## src/mb_rtu_pkg.sv

```systemverilog
// Constants, field values and state codes shared by the slave frame engine.
// Assumes a 25 MHz core clock and an 11-bit character on the serial line.
package mb_rtu_pkg;
  localparam int unsigned CLK_HZ = 25_000_000;
  localparam int unsigned BAUD = 9600;
  localparam int unsigned BITS_PER_CHAR = 11;
  // Idle gap in tenths of a character time
  localparam int unsigned GAP_CHARS_X10 = 35;
  // Rounded up and one past, so the gap is strictly longer than 3.5 characters of 2604-cycle bits
  localparam int unsigned GAP_CYCLES = ((CLK_HZ / BAUD) * BITS_PER_CHAR * GAP_CHARS_X10 + 9) / 10 + 1;

  localparam logic [7:0] BCAST_ADDR = 8'h00;
  localparam logic [7:0] MIN_STATION = 8'h01;
  localparam logic [7:0] MAX_STATION = 8'hF7;
  localparam logic [7:0] CMD_READ = 8'h03;
  localparam logic [7:0] CMD_WRITE = 8'h06;
  localparam logic [7:0] ERR_FLAG = 8'h80;
  localparam logic [7:0] ERR_CMD = 8'h01;
  localparam logic [7:0] ERR_ADDR = 8'h02;
  localparam logic [7:0] ERR_DATA = 8'h03;
  localparam logic [7:0] ERR_PROC = 8'h04;
  localparam logic [7:0] RSP_OK = 8'h00;
  localparam logic [4:0] MAX_WORDS = 5'h0C;
  localparam logic [7:0] REQ_LEN = 8'h08;
  localparam logic [7:0] MIN_LEN = 8'h04;
  localparam logic [7:0] LAST_LOW = 8'hFF;
  localparam logic [15:0] CRC_PRESET = 16'hFFFF;
  localparam logic [15:0] CRC_POLY = 16'hA001;
  localparam logic [4:0] ERR_BODY = 5'h03;
  localparam logic [4:0] WRITE_BODY = 5'h06;
  localparam logic [4:0] READ_HDR = 5'h03;

  typedef enum logic [2:0] {
    ST_RX = 3'h0,
    ST_CHECK = 3'h1,
    ST_ACCESS = 3'h3,
    ST_WAIT = 3'h2,
    ST_SEND = 3'h6,
    ST_DRAIN = 3'h7,
    ST_GAP = 3'h5
  } state_e;
endpackage

```

## src/crc_if.sv

```systemverilog
// Carrier between the frame engine and its CRC16 units.
// Assumes both ends sit in the core clock domain.
`timescale 1ns/1ps
`default_nettype none
interface crc_if;
  logic clr;
  logic en;
  logic [7:0] data;
  logic [15:0] crc;
  modport unit (input clr, input en, input data, output crc);
  modport user (output clr, output en, output data, input crc);
endinterface
`default_nettype wire

```

## src/crc16_unit.sv

```systemverilog
// Byte-wide CRC16 accumulator, one byte per enabled cycle.
// Assumes the user raises clr before or with a frame's first byte.
`timescale 1ns/1ps
`default_nettype none
module crc16_unit (
  input wire logic core_clk_i,
  input wire logic srst_i,
  crc_if.unit c
);
  logic [15:0] crc_q;

  function automatic logic [15:0] crc_step(input logic [15:0] crc, input logic [7:0] data);
    logic [15:0] x;
    x = crc ^ {8'h00, data};
    for (int i = 0; i < 8; i++) begin
      x = x[0] ? ((x >> 1) ^ mb_rtu_pkg::CRC_POLY) : (x >> 1);
    end
    return x;
  endfunction

  always_ff @(posedge core_clk_i) begin
    if (srst_i) begin
      crc_q <= mb_rtu_pkg::CRC_PRESET;
    end else if (c.en) begin
      crc_q <= crc_step(c.clr ? mb_rtu_pkg::CRC_PRESET : crc_q, c.data);
    end else if (c.clr) begin
      crc_q <= mb_rtu_pkg::CRC_PRESET;
    end
  end

  assign c.crc = crc_q;
endmodule
`default_nettype wire

```

## src/modbus_rtu_slave_framer.sv

```systemverilog
// Modbus-RTU slave frame engine: gap framing, address filter, read/write decode, replies.
// Assumes a byte UART on both sides and a parameter store that answers each word request.
`timescale 1ns/1ps
`default_nettype none
// What this block does
// - Station address 1 to 247 is ours; address 0 is broadcast.
// - A line idle over 3.5 characters starts a new frame.
// - Every sent frame has over 3.5 idle characters before and after.
// - Only one station drives the half-duplex line; others listen.
// - Only word access: 0x03 reads, 0x06 writes one parameter.
// - Read up to 12 words, never past the group's last parameter.
// - Frame error or failed access on a frame to our own station gets an error reply, unless the frame is under 4 bytes or is cut before its check field.
// - Error codes: 01 command, 02 address, 03 data, 04 not processable.
// - Parameter address travels high byte first.
// - Read carries a 16-bit count, high first; write changes one word.
// - Data words travel high byte first.
// - Normal reply: station, action echo, data, check field.
// - Frames end with CRC16, low byte then high byte.
// - CRC starts at 0xFFFF and covers only the eight data bits.
// - Per byte XOR, then eight right shifts with 0xA001 feedback.
// - Received CRC is recomputed; mismatch is a transmission error.
// - Broadcast frames are acted on but never answered.
module modbus_rtu_slave_framer #(
  parameter int unsigned GAP_CYCLES = mb_rtu_pkg::GAP_CYCLES
) (
  input wire logic core_clk_i,
  input wire logic srst_i,
  input wire logic [7:0] station_addr_i,
  input wire logic rx_valid_i,
  input wire logic [7:0] rx_data_i,
  input wire logic rx_err_i,
  output logic [7:0] tx_data_o,
  output logic tx_valid_o,
  input wire logic tx_ready_i,
  input wire logic tx_busy_i,
  output logic drv_en_o,
  output logic req_valid_o,
  output logic req_write_o,
  output logic [15:0] req_addr_o,
  output logic [15:0] req_wdata_o,
  input wire logic rsp_valid_i,
  input wire logic [7:0] rsp_code_i,
  input wire logic [15:0] rsp_data_i,
  output logic crc_err_o
);
  mb_rtu_pkg::state_e state_q;
  logic [31:0] idle_q;
  logic gap;
  logic [7:0] cnt_q;
  logic bad_q;
  logic [7:0] rxb_q [0:7];
  logic [15:0] word_q [0:11];
  logic [3:0] n_q;
  logic [3:0] widx_q;
  logic is_err_q;
  logic bcast_q;
  logic [7:0] code_q;
  logic [4:0] txi_q;
  logic settle_q;
  logic rx_start;
  logic rx_add;
  logic tx_acc;
  logic [4:0] body_len;
  logic [7:0] next_byte;
  logic ours;
  logic bcast;
  logic [15:0] count;
  logic [8:0] last_low;
  logic [15:0] base;
  logic cut;

  crc_if rx_crc ();
  crc_if tx_crc ();

  crc16_unit u_rx_crc (
    .core_clk_i(core_clk_i),
    .srst_i(srst_i),
    .c(rx_crc)
  );

  crc16_unit u_tx_crc (
    .core_clk_i(core_clk_i),
    .srst_i(srst_i),
    .c(tx_crc)
  );

  assign gap = (idle_q >= GAP_CYCLES);
  assign rx_start = (state_q == mb_rtu_pkg::ST_RX) && rx_valid_i && gap;
  assign rx_add = (state_q == mb_rtu_pkg::ST_RX) && rx_valid_i && !gap && (cnt_q != 8'h00);
  assign tx_acc = tx_valid_o && tx_ready_i;
  assign base = {rxb_q[2], rxb_q[3]};
  assign count = {rxb_q[4], rxb_q[5]};
  assign last_low = {1'b0, rxb_q[3]} + {1'b0, count[7:0]} - 9'h001;
  assign ours = (station_addr_i >= mb_rtu_pkg::MIN_STATION) && (station_addr_i <= mb_rtu_pkg::MAX_STATION)
                && (rxb_q[0] == station_addr_i);
  assign bcast = (rxb_q[0] == mb_rtu_pkg::BCAST_ADDR);
  // A known command shorter than a full request lost its check field to a gap
  assign cut = ((rxb_q[1] == mb_rtu_pkg::CMD_READ) || (rxb_q[1] == mb_rtu_pkg::CMD_WRITE))
               && (cnt_q < mb_rtu_pkg::REQ_LEN);

  // Receive sum restarts on a frame's first byte; a mismatch leaves it non-zero
  always_comb begin
    rx_crc.clr = rx_start;
    rx_crc.en = rx_start || rx_add;
    rx_crc.data = rx_data_i;
    tx_crc.clr = (state_q != mb_rtu_pkg::ST_SEND);
    tx_crc.en = (state_q == mb_rtu_pkg::ST_SEND) && tx_acc && (txi_q < body_len);
    tx_crc.data = tx_data_o;
  end

  always_comb begin
    if (is_err_q) begin
      body_len = mb_rtu_pkg::ERR_BODY;
    end else if (rxb_q[1] == mb_rtu_pkg::CMD_READ) begin
      body_len = mb_rtu_pkg::READ_HDR + {n_q, 1'b0};
    end else begin
      body_len = mb_rtu_pkg::WRITE_BODY;
    end
  end

  // Reply layout follows the request: station, action, data, check field
  always_comb begin
    next_byte = 8'h00;
    if (txi_q == body_len) begin
      next_byte = tx_crc.crc[7:0];
    end else if (txi_q > body_len) begin
      next_byte = tx_crc.crc[15:8];
    end else if (txi_q == 5'h00) begin
      next_byte = rxb_q[0];
    end else if (txi_q == 5'h01) begin
      next_byte = is_err_q ? (rxb_q[1] | mb_rtu_pkg::ERR_FLAG) : rxb_q[1];
    end else if (is_err_q) begin
      next_byte = code_q;
    end else if (rxb_q[1] == mb_rtu_pkg::CMD_WRITE) begin
      next_byte = rxb_q[txi_q[2:0]];
    end else if (txi_q == 5'h02) begin
      next_byte = {3'h0, n_q, 1'b0};
    end else begin
      next_byte = txi_q[0] ? word_q[4'((txi_q - 5'h03) >> 1)][15:8]
                           : word_q[4'((txi_q - 5'h03) >> 1)][7:0];
    end
  end

  // Any activity on the line, ours included, restarts the idle measure
  always_ff @(posedge core_clk_i) begin
    if (srst_i) begin
      idle_q <= 32'h0000_0000;
    end else if (rx_valid_i || drv_en_o) begin
      idle_q <= 32'h0000_0000;
    end else if (!gap) begin
      idle_q <= idle_q + 32'h0000_0001;
    end
  end

  always_ff @(posedge core_clk_i) begin
    if (srst_i) begin
      cnt_q <= 8'h00;
      bad_q <= 1'b0;
    end else if (rx_start) begin
      cnt_q <= 8'h01;
      bad_q <= rx_err_i;
    end else if (rx_add) begin
      cnt_q <= (cnt_q == 8'hFF) ? cnt_q : cnt_q + 8'h01;
      bad_q <= bad_q | rx_err_i;
    end else if (state_q == mb_rtu_pkg::ST_CHECK) begin
      cnt_q <= 8'h00;
    end
  end

  // Only the first eight bytes are kept; longer frames are rejected by length
  always_ff @(posedge core_clk_i) begin
    if (rx_start) begin
      rxb_q[0] <= rx_data_i;
    end else if (rx_add && (cnt_q < mb_rtu_pkg::REQ_LEN)) begin
      rxb_q[cnt_q[2:0]] <= rx_data_i;
    end
  end

  always_ff @(posedge core_clk_i) begin
    if ((state_q == mb_rtu_pkg::ST_WAIT) && rsp_valid_i) begin
      word_q[widx_q] <= rsp_data_i;
    end
  end

  always_ff @(posedge core_clk_i) begin
    if (srst_i) begin
      state_q <= mb_rtu_pkg::ST_RX;
      is_err_q <= 1'b0;
      bcast_q <= 1'b0;
      code_q <= mb_rtu_pkg::RSP_OK;
      n_q <= 4'h0;
      widx_q <= 4'h0;
      crc_err_o <= 1'b0;
    end else begin
      crc_err_o <= 1'b0;
      unique case (state_q)
        mb_rtu_pkg::ST_RX: begin
          if (gap && (cnt_q != 8'h00)) begin
            state_q <= mb_rtu_pkg::ST_CHECK;
          end
        end
        mb_rtu_pkg::ST_CHECK: begin
          is_err_q <= 1'b0;
          bcast_q <= bcast;
          widx_q <= 4'h0;
          n_q <= (rxb_q[1] == mb_rtu_pkg::CMD_READ) ? count[3:0] : 4'h1;
          if (!(ours || bcast) || (cnt_q < mb_rtu_pkg::MIN_LEN) || cut) begin
            state_q <= mb_rtu_pkg::ST_RX;
          end else if (bad_q || (rx_crc.crc != 16'h0000)) begin
            crc_err_o <= 1'b1;
            is_err_q <= 1'b1;
            code_q <= mb_rtu_pkg::ERR_PROC;
            state_q <= bcast ? mb_rtu_pkg::ST_RX : mb_rtu_pkg::ST_SEND;
          end else if ((rxb_q[1] != mb_rtu_pkg::CMD_READ) && (rxb_q[1] != mb_rtu_pkg::CMD_WRITE)) begin
            is_err_q <= 1'b1;
            code_q <= mb_rtu_pkg::ERR_CMD;
            state_q <= bcast ? mb_rtu_pkg::ST_RX : mb_rtu_pkg::ST_SEND;
          end else if (cnt_q != mb_rtu_pkg::REQ_LEN) begin
            is_err_q <= 1'b1;
            code_q <= mb_rtu_pkg::ERR_DATA;
            state_q <= bcast ? mb_rtu_pkg::ST_RX : mb_rtu_pkg::ST_SEND;
          end else if ((rxb_q[1] == mb_rtu_pkg::CMD_READ)
                       && ((count == 16'h0000) || (count > {11'h000, mb_rtu_pkg::MAX_WORDS}))) begin
            is_err_q <= 1'b1;
            code_q <= mb_rtu_pkg::ERR_DATA;
            state_q <= bcast ? mb_rtu_pkg::ST_RX : mb_rtu_pkg::ST_SEND;
          end else if ((rxb_q[1] == mb_rtu_pkg::CMD_READ) && (last_low > {1'b0, mb_rtu_pkg::LAST_LOW})) begin
            is_err_q <= 1'b1;
            code_q <= mb_rtu_pkg::ERR_ADDR;
            state_q <= bcast ? mb_rtu_pkg::ST_RX : mb_rtu_pkg::ST_SEND;
          end else begin
            state_q <= mb_rtu_pkg::ST_ACCESS;
          end
        end
        mb_rtu_pkg::ST_ACCESS: begin
          state_q <= mb_rtu_pkg::ST_WAIT;
        end
        mb_rtu_pkg::ST_WAIT: begin
          if (rsp_valid_i) begin
            if (rsp_code_i != mb_rtu_pkg::RSP_OK) begin
              is_err_q <= 1'b1;
              code_q <= rsp_code_i;
              state_q <= bcast_q ? mb_rtu_pkg::ST_RX : mb_rtu_pkg::ST_SEND;
            end else if (widx_q + 4'h1 == n_q) begin
              state_q <= bcast_q ? mb_rtu_pkg::ST_RX : mb_rtu_pkg::ST_SEND;
            end else begin
              widx_q <= widx_q + 4'h1;
              state_q <= mb_rtu_pkg::ST_ACCESS;
            end
          end
        end
        mb_rtu_pkg::ST_SEND: begin
          if (tx_acc && (txi_q == body_len + 5'h01)) begin
            state_q <= mb_rtu_pkg::ST_DRAIN;
          end
        end
        mb_rtu_pkg::ST_DRAIN: begin
          if (settle_q && !tx_busy_i) begin
            state_q <= mb_rtu_pkg::ST_GAP;
          end
        end
        mb_rtu_pkg::ST_GAP: begin
          if (gap) begin
            state_q <= mb_rtu_pkg::ST_RX;
          end
        end
        default: begin
          state_q <= mb_rtu_pkg::ST_RX;
        end
      endcase
    end
  end

  // Reply starts only after a detected gap, so the leading idle is already met
  always_ff @(posedge core_clk_i) begin
    if (srst_i) begin
      tx_valid_o <= 1'b0;
      tx_data_o <= 8'h00;
      txi_q <= 5'h00;
    end else if (state_q != mb_rtu_pkg::ST_SEND) begin
      tx_valid_o <= 1'b0;
      txi_q <= 5'h00;
    end else if (tx_acc) begin
      tx_valid_o <= 1'b0;
      txi_q <= txi_q + 5'h01;
    end else if (!tx_valid_o) begin
      tx_valid_o <= 1'b1;
      tx_data_o <= next_byte;
    end
  end

  // The UART may raise busy a cycle late, hence one settle cycle
  always_ff @(posedge core_clk_i) begin
    if (srst_i) begin
      settle_q <= 1'b0;
      drv_en_o <= 1'b0;
    end else begin
      settle_q <= (state_q == mb_rtu_pkg::ST_DRAIN);
      drv_en_o <= (state_q == mb_rtu_pkg::ST_SEND)
                  || ((state_q == mb_rtu_pkg::ST_DRAIN) && !(settle_q && !tx_busy_i));
    end
  end

  always_ff @(posedge core_clk_i) begin
    if (srst_i) begin
      req_valid_o <= 1'b0;
      req_write_o <= 1'b0;
      req_addr_o <= 16'h0000;
      req_wdata_o <= 16'h0000;
    end else begin
      req_valid_o <= (state_q == mb_rtu_pkg::ST_ACCESS);
      if (state_q == mb_rtu_pkg::ST_ACCESS) begin
        req_write_o <= (rxb_q[1] == mb_rtu_pkg::CMD_WRITE);
        req_addr_o <= base + {12'h000, widx_q};
        req_wdata_o <= count;
      end
    end
  end
endmodule
`default_nettype wire

```

## config.mk

```make
export PLATFORM = sky130hd
export DESIGN_NAME = modbus_rtu_slave_framer
export DESIGN_NICKNAME = d
export VERILOG_FILES = /design/src/mb_rtu_pkg.sv /design/src/crc_if.sv /design/src/crc16_unit.sv /design/src/modbus_rtu_slave_framer.sv
export SDC_FILE = /design/constraint.sdc
export NUM_CORES = 1
export LEC_CHECK = 0
export BUFFER_PORTS_ARGS = -buffer_cell sky130_fd_sc_hd__clkbuf_2
export CAP_MARGIN = 10
export CORE_MARGIN = 3
export CORE_UTILIZATION = 28
export CTS_BUF_LIST = sky130_fd_sc_hd__clkbuf_16
export CTS_CLUSTER_DIAMETER = 30
export DETAILED_ROUTE_END_ITERATION = 6
export SYNTH_ARGS = -nofsm -noshare
export SYNTH_HDL_FRONTEND = slang
export SYNTH_SLANG_ARGS = --single-unit
```

## constraint.sdc

```tcl
create_clock -name core_clk_i -period 4.5 [get_ports core_clk_i]
set_clock_uncertainty 0.2 [all_clocks]
set_input_delay 0.675 -clock core_clk_i [delete_from_list [all_inputs] [get_ports core_clk_i]]
set_output_delay 0.675 -clock core_clk_i [all_outputs]
set_load 0.01 [all_outputs]
```

==> metrics.md <==
| Metric | Value |
|---|---|
| Setup repair bufs after CTS | `0` |
| Vias | `12795` |
| I/O pins | `92` |
| DP Wirelength | `33.3 mm` |
| Setup Total Neg Slack | `0 ns` |
| Synth area leaders | `edfxtp_1, dfxtp_1, mux4_2` |
| Post-Place Worst Slack | `0.748 ns` |
| Metal-1 WL | `20.5 mm` |
| Initial Util | `0.284` |
| Avg Cell Area, Syn | `12.0 µm²` |
| Synth Instances | `1524` |
| Worst EP required | `4.79 ns` |
| Largest net degree at the start of global routing | `73` |
| Maxcap violations | `0` |
| Drt via density | `4.91` |
| Post-synthesis sequential area ratio | `0.581` |
| Final Setup Violations | `0` |
| PortBufs | `91` |
| Clk Latency, worst-skew pair | `0.62 ns` |
| Non-filler cells, final | `2606` |
| Status | `completed` |
| Period minus WS final | `3.83 ns` |
| Max Used Layer | `met5` |
| Dpl cells | `2431` |
| Final GP Congestion | `0.902` |
| DRT antenna net count | `0` |
| Placement Rows | `93` |
| Synth Flop Type | `edfxtp_1` |
| Asr flop ratio synth | `0` |
| CP endpoint kind | `register` |
| Max Slew Vio Count | `0` |
| DR WL met2 | `23.0 mm` |
| Syn nets | `1609` |
| Routed WL | `48.6 mm` |
| Hold buffer count at CTS | `0` |
| Initial DRC count | `1037` |
| Flops & latches, synth | `404` |
| Worst setup SP type | `register` |
| Most frequent cells after synthesis | `edfxtp_1, nand2_1, dfxtp_1, nor2_1, a21oi_1` |
| CTS tree | `built` |
| Type of the most critical hold path | `in -> reg` |
| Worst-path clk slew | `0.05 ns` |
| Initial antenna violation count | `9` |
| Static leakage | `8.08 nW` |
| CTS Buf Count | `91` |
| Final-report hold violation count | `0` |
| WL/cell | `18.7 µm` |
| Clk sinks | `404` |
| CTS resizes | `0` |
| EDFF count, synth | `256` |
| Die width | `262 µm` |
| First-pass GRT wire length | `74.0 mm` |
| Met3 WL | `3.69 mm` |
| Yosys warns | `0` |
| Layout cells sized above 1 | `0.207` |
| Most numerous cell in the Yosys netlist | `edfxtp_1` |
| Post-synth top area share | `0.420` |
| Core footprint | `0.0646 mm²` |
| Syn-to-layout area delta | `25.6%` |
| Htree depth | `3` |
| GRT Resource Usage Total | `0.140` |
| Largest area contributor in the netlist | `edfxtp_1` |
| CP Class | `reg -> reg` |
| Worst vdd rail ir drop | `0.268 mV` |
| RSZ-0062 raised after global routing | `false` |
| Gr ovfl total | `0` |
| NumNets Final | `1754` |
| Mapped Area | `0.0183 mm²` |
| Die Footprint | `0.0685 mm²` |
| Root Buffer | `clkbuf_16` |
| Critical path fanouts, max | `10` |
| CTS max path bufs | `3` |
| Max Fclk | `261 MHz` |
| Setup WS post-layout | `0.669 ns` |
| DRC | `0` |
| Pre-antenna DRT Iters | `5` |
| Synth unique cells | `73` |
| Worst Path Arrival | `4.12 ns` |
| Die H | `262 µm` |
| Vias in the first global route | `12752` |
| Rel. slew slack | `0.316` |
| Post-route clock period utilization | `0.851` |
| Slew @ Worst Pin | `1.02 ns` |
| PwrDens | `496 mW/mm²` |
state kept, by name (all words and copies together), names as in the netlist, 3 cells and up, named ones only:
register	flops
word_q	192
rxb_q	64
idle_q	32
req_addr_o	16
req_wdata_o	16
u_rx_crc.c.crc	16
u_tx_crc.c.crc	16
cnt_q	8
code_q	8
tx_data_o	8
txi_q	5
n_q	4
widx_q	4
state_q	3
worst paths after layout:
| kind | slack [ns] | depth (start not counted) | endpoint | startpoint |
|---|---|---|---|---|
| max | 0.67 | 13 | code_q[2] | rxb_q[5][2] |
| min | 0.15 | 3 | bad_q | rx_err_i |
| min reg2reg | 0.25 | 2 | req_addr_o[4] | req_addr_o[4] |
| max reg2reg | 0.67 | 13 | code_q[2] | rxb_q[5][2] |
metrics by stage:
stage	power (mW)	area (µm²)	util	hold slack (ns)
2_1_floorplan	4.61	18300	-	0.229
3_5_place_dp	4.84	19800	0.307	0.248
4_1_cts	11.5	23000	0.356	0.106
5_1_grt	11.8	23000	0.356	0.161
6_report	11.4	23000	0.356	0.146
3_3_place_gp	4.83	19800	0.307	0.243
per-layer routing:
layer,up-vias,track usage
met5,-,0
met4,6,0.0564
met3,97,0.0412
met2,422,0.227
met1,6280,0.176
li1,5990,-
where the power goes:
group / total (mW) / internal [mW] / switching, mW
sequential: 4.10 / 4.01 / 0.0903
clock: 6.63 / 4.47 / 2.16
combinational: 0.686 / 0.238 / 0.449
total: 11.4 / 8.72 / 2.70
area by class of cell:
class | count | area (µm²)
diodes | 5 | 12.5
clock buffers | 91 | 2280
clock inverters | 79 | 887
fillers | 6294 | 41600
inverters | 51 | 191
multi-input cells | 994 | 7180
flip-flops and latches | 404 | 10700
well taps | 855 | 1070
repair buffers | 127 | 738
critical path, cell delays in order (launching register included):
cell and delay, ns:
edfxtp_1 0.47, inv_1 0.10, ha_1 0.29, inv_1 0.04, ha_1 0.28, a21o_1 0.18
a21o_1 0.18, a21o_1 0.21, a2111oi_4 0.35, o21ai_1 0.17, a31o_1 0.27, and3_1 0.28
or3_4 0.44, o31ai_1 0.25
cells by family after synthesis:
| kind of cell | Yosys count | synth area share |
|---|---|---|
| xor gates and xnor gates | 113 | 0.0552 |
| and+or+nand+nor | 506 | 0.130 |
| muxes | 84 | 0.0871 |
| adders and majority gates | 38 | 0.0264 |
| buffers and inverters | 126 | 0.0287 |
| DFF | 404 | 0.581 |
| AOI/OAI and AO/OA | 253 | 0.0914 |
cells in the final DEF, fill, tap and decap left out, types with 12 or more instances in the layout:
| master | instances |
|---|---|
| edfxtp_1 | 256 |
| nand2_1 | 165 |
| dfxtp_1 | 148 |
| nor2_1 | 123 |
| clkbuf_16 | 91 |
| clkbuf_2 | 91 |
| a21oi_1 | 82 |
| mux4_2 | 60 |
| xnor2_1 | 57 |
| inv_1 | 55 |
| xor2_1 | 53 |
| nor3_1 | 47 |
| o21ai_0 | 40 |
| ha_1 | 36 |
| buf_4 | 35 |
| nand3_1 | 30 |
| and2_1 | 29 |
| nand4_1 | 24 |
| a211oi_1 | 23 |
| mux2i_1 | 21 |
| nor4_1 | 16 |
| nor2b_1 | 15 |
| and3_1 | 15 |
| clkinv_4 | 15 |
| o31ai_1 | 14 |
| clkinv_2 | 14 |
| bufinv_16 | 13 |
| nand2b_1 | 12 |
| o211ai_1 | 12 |
| clkinvlp_4 | 12 |
No activity file was read; power rests on OpenSTA's default activity.
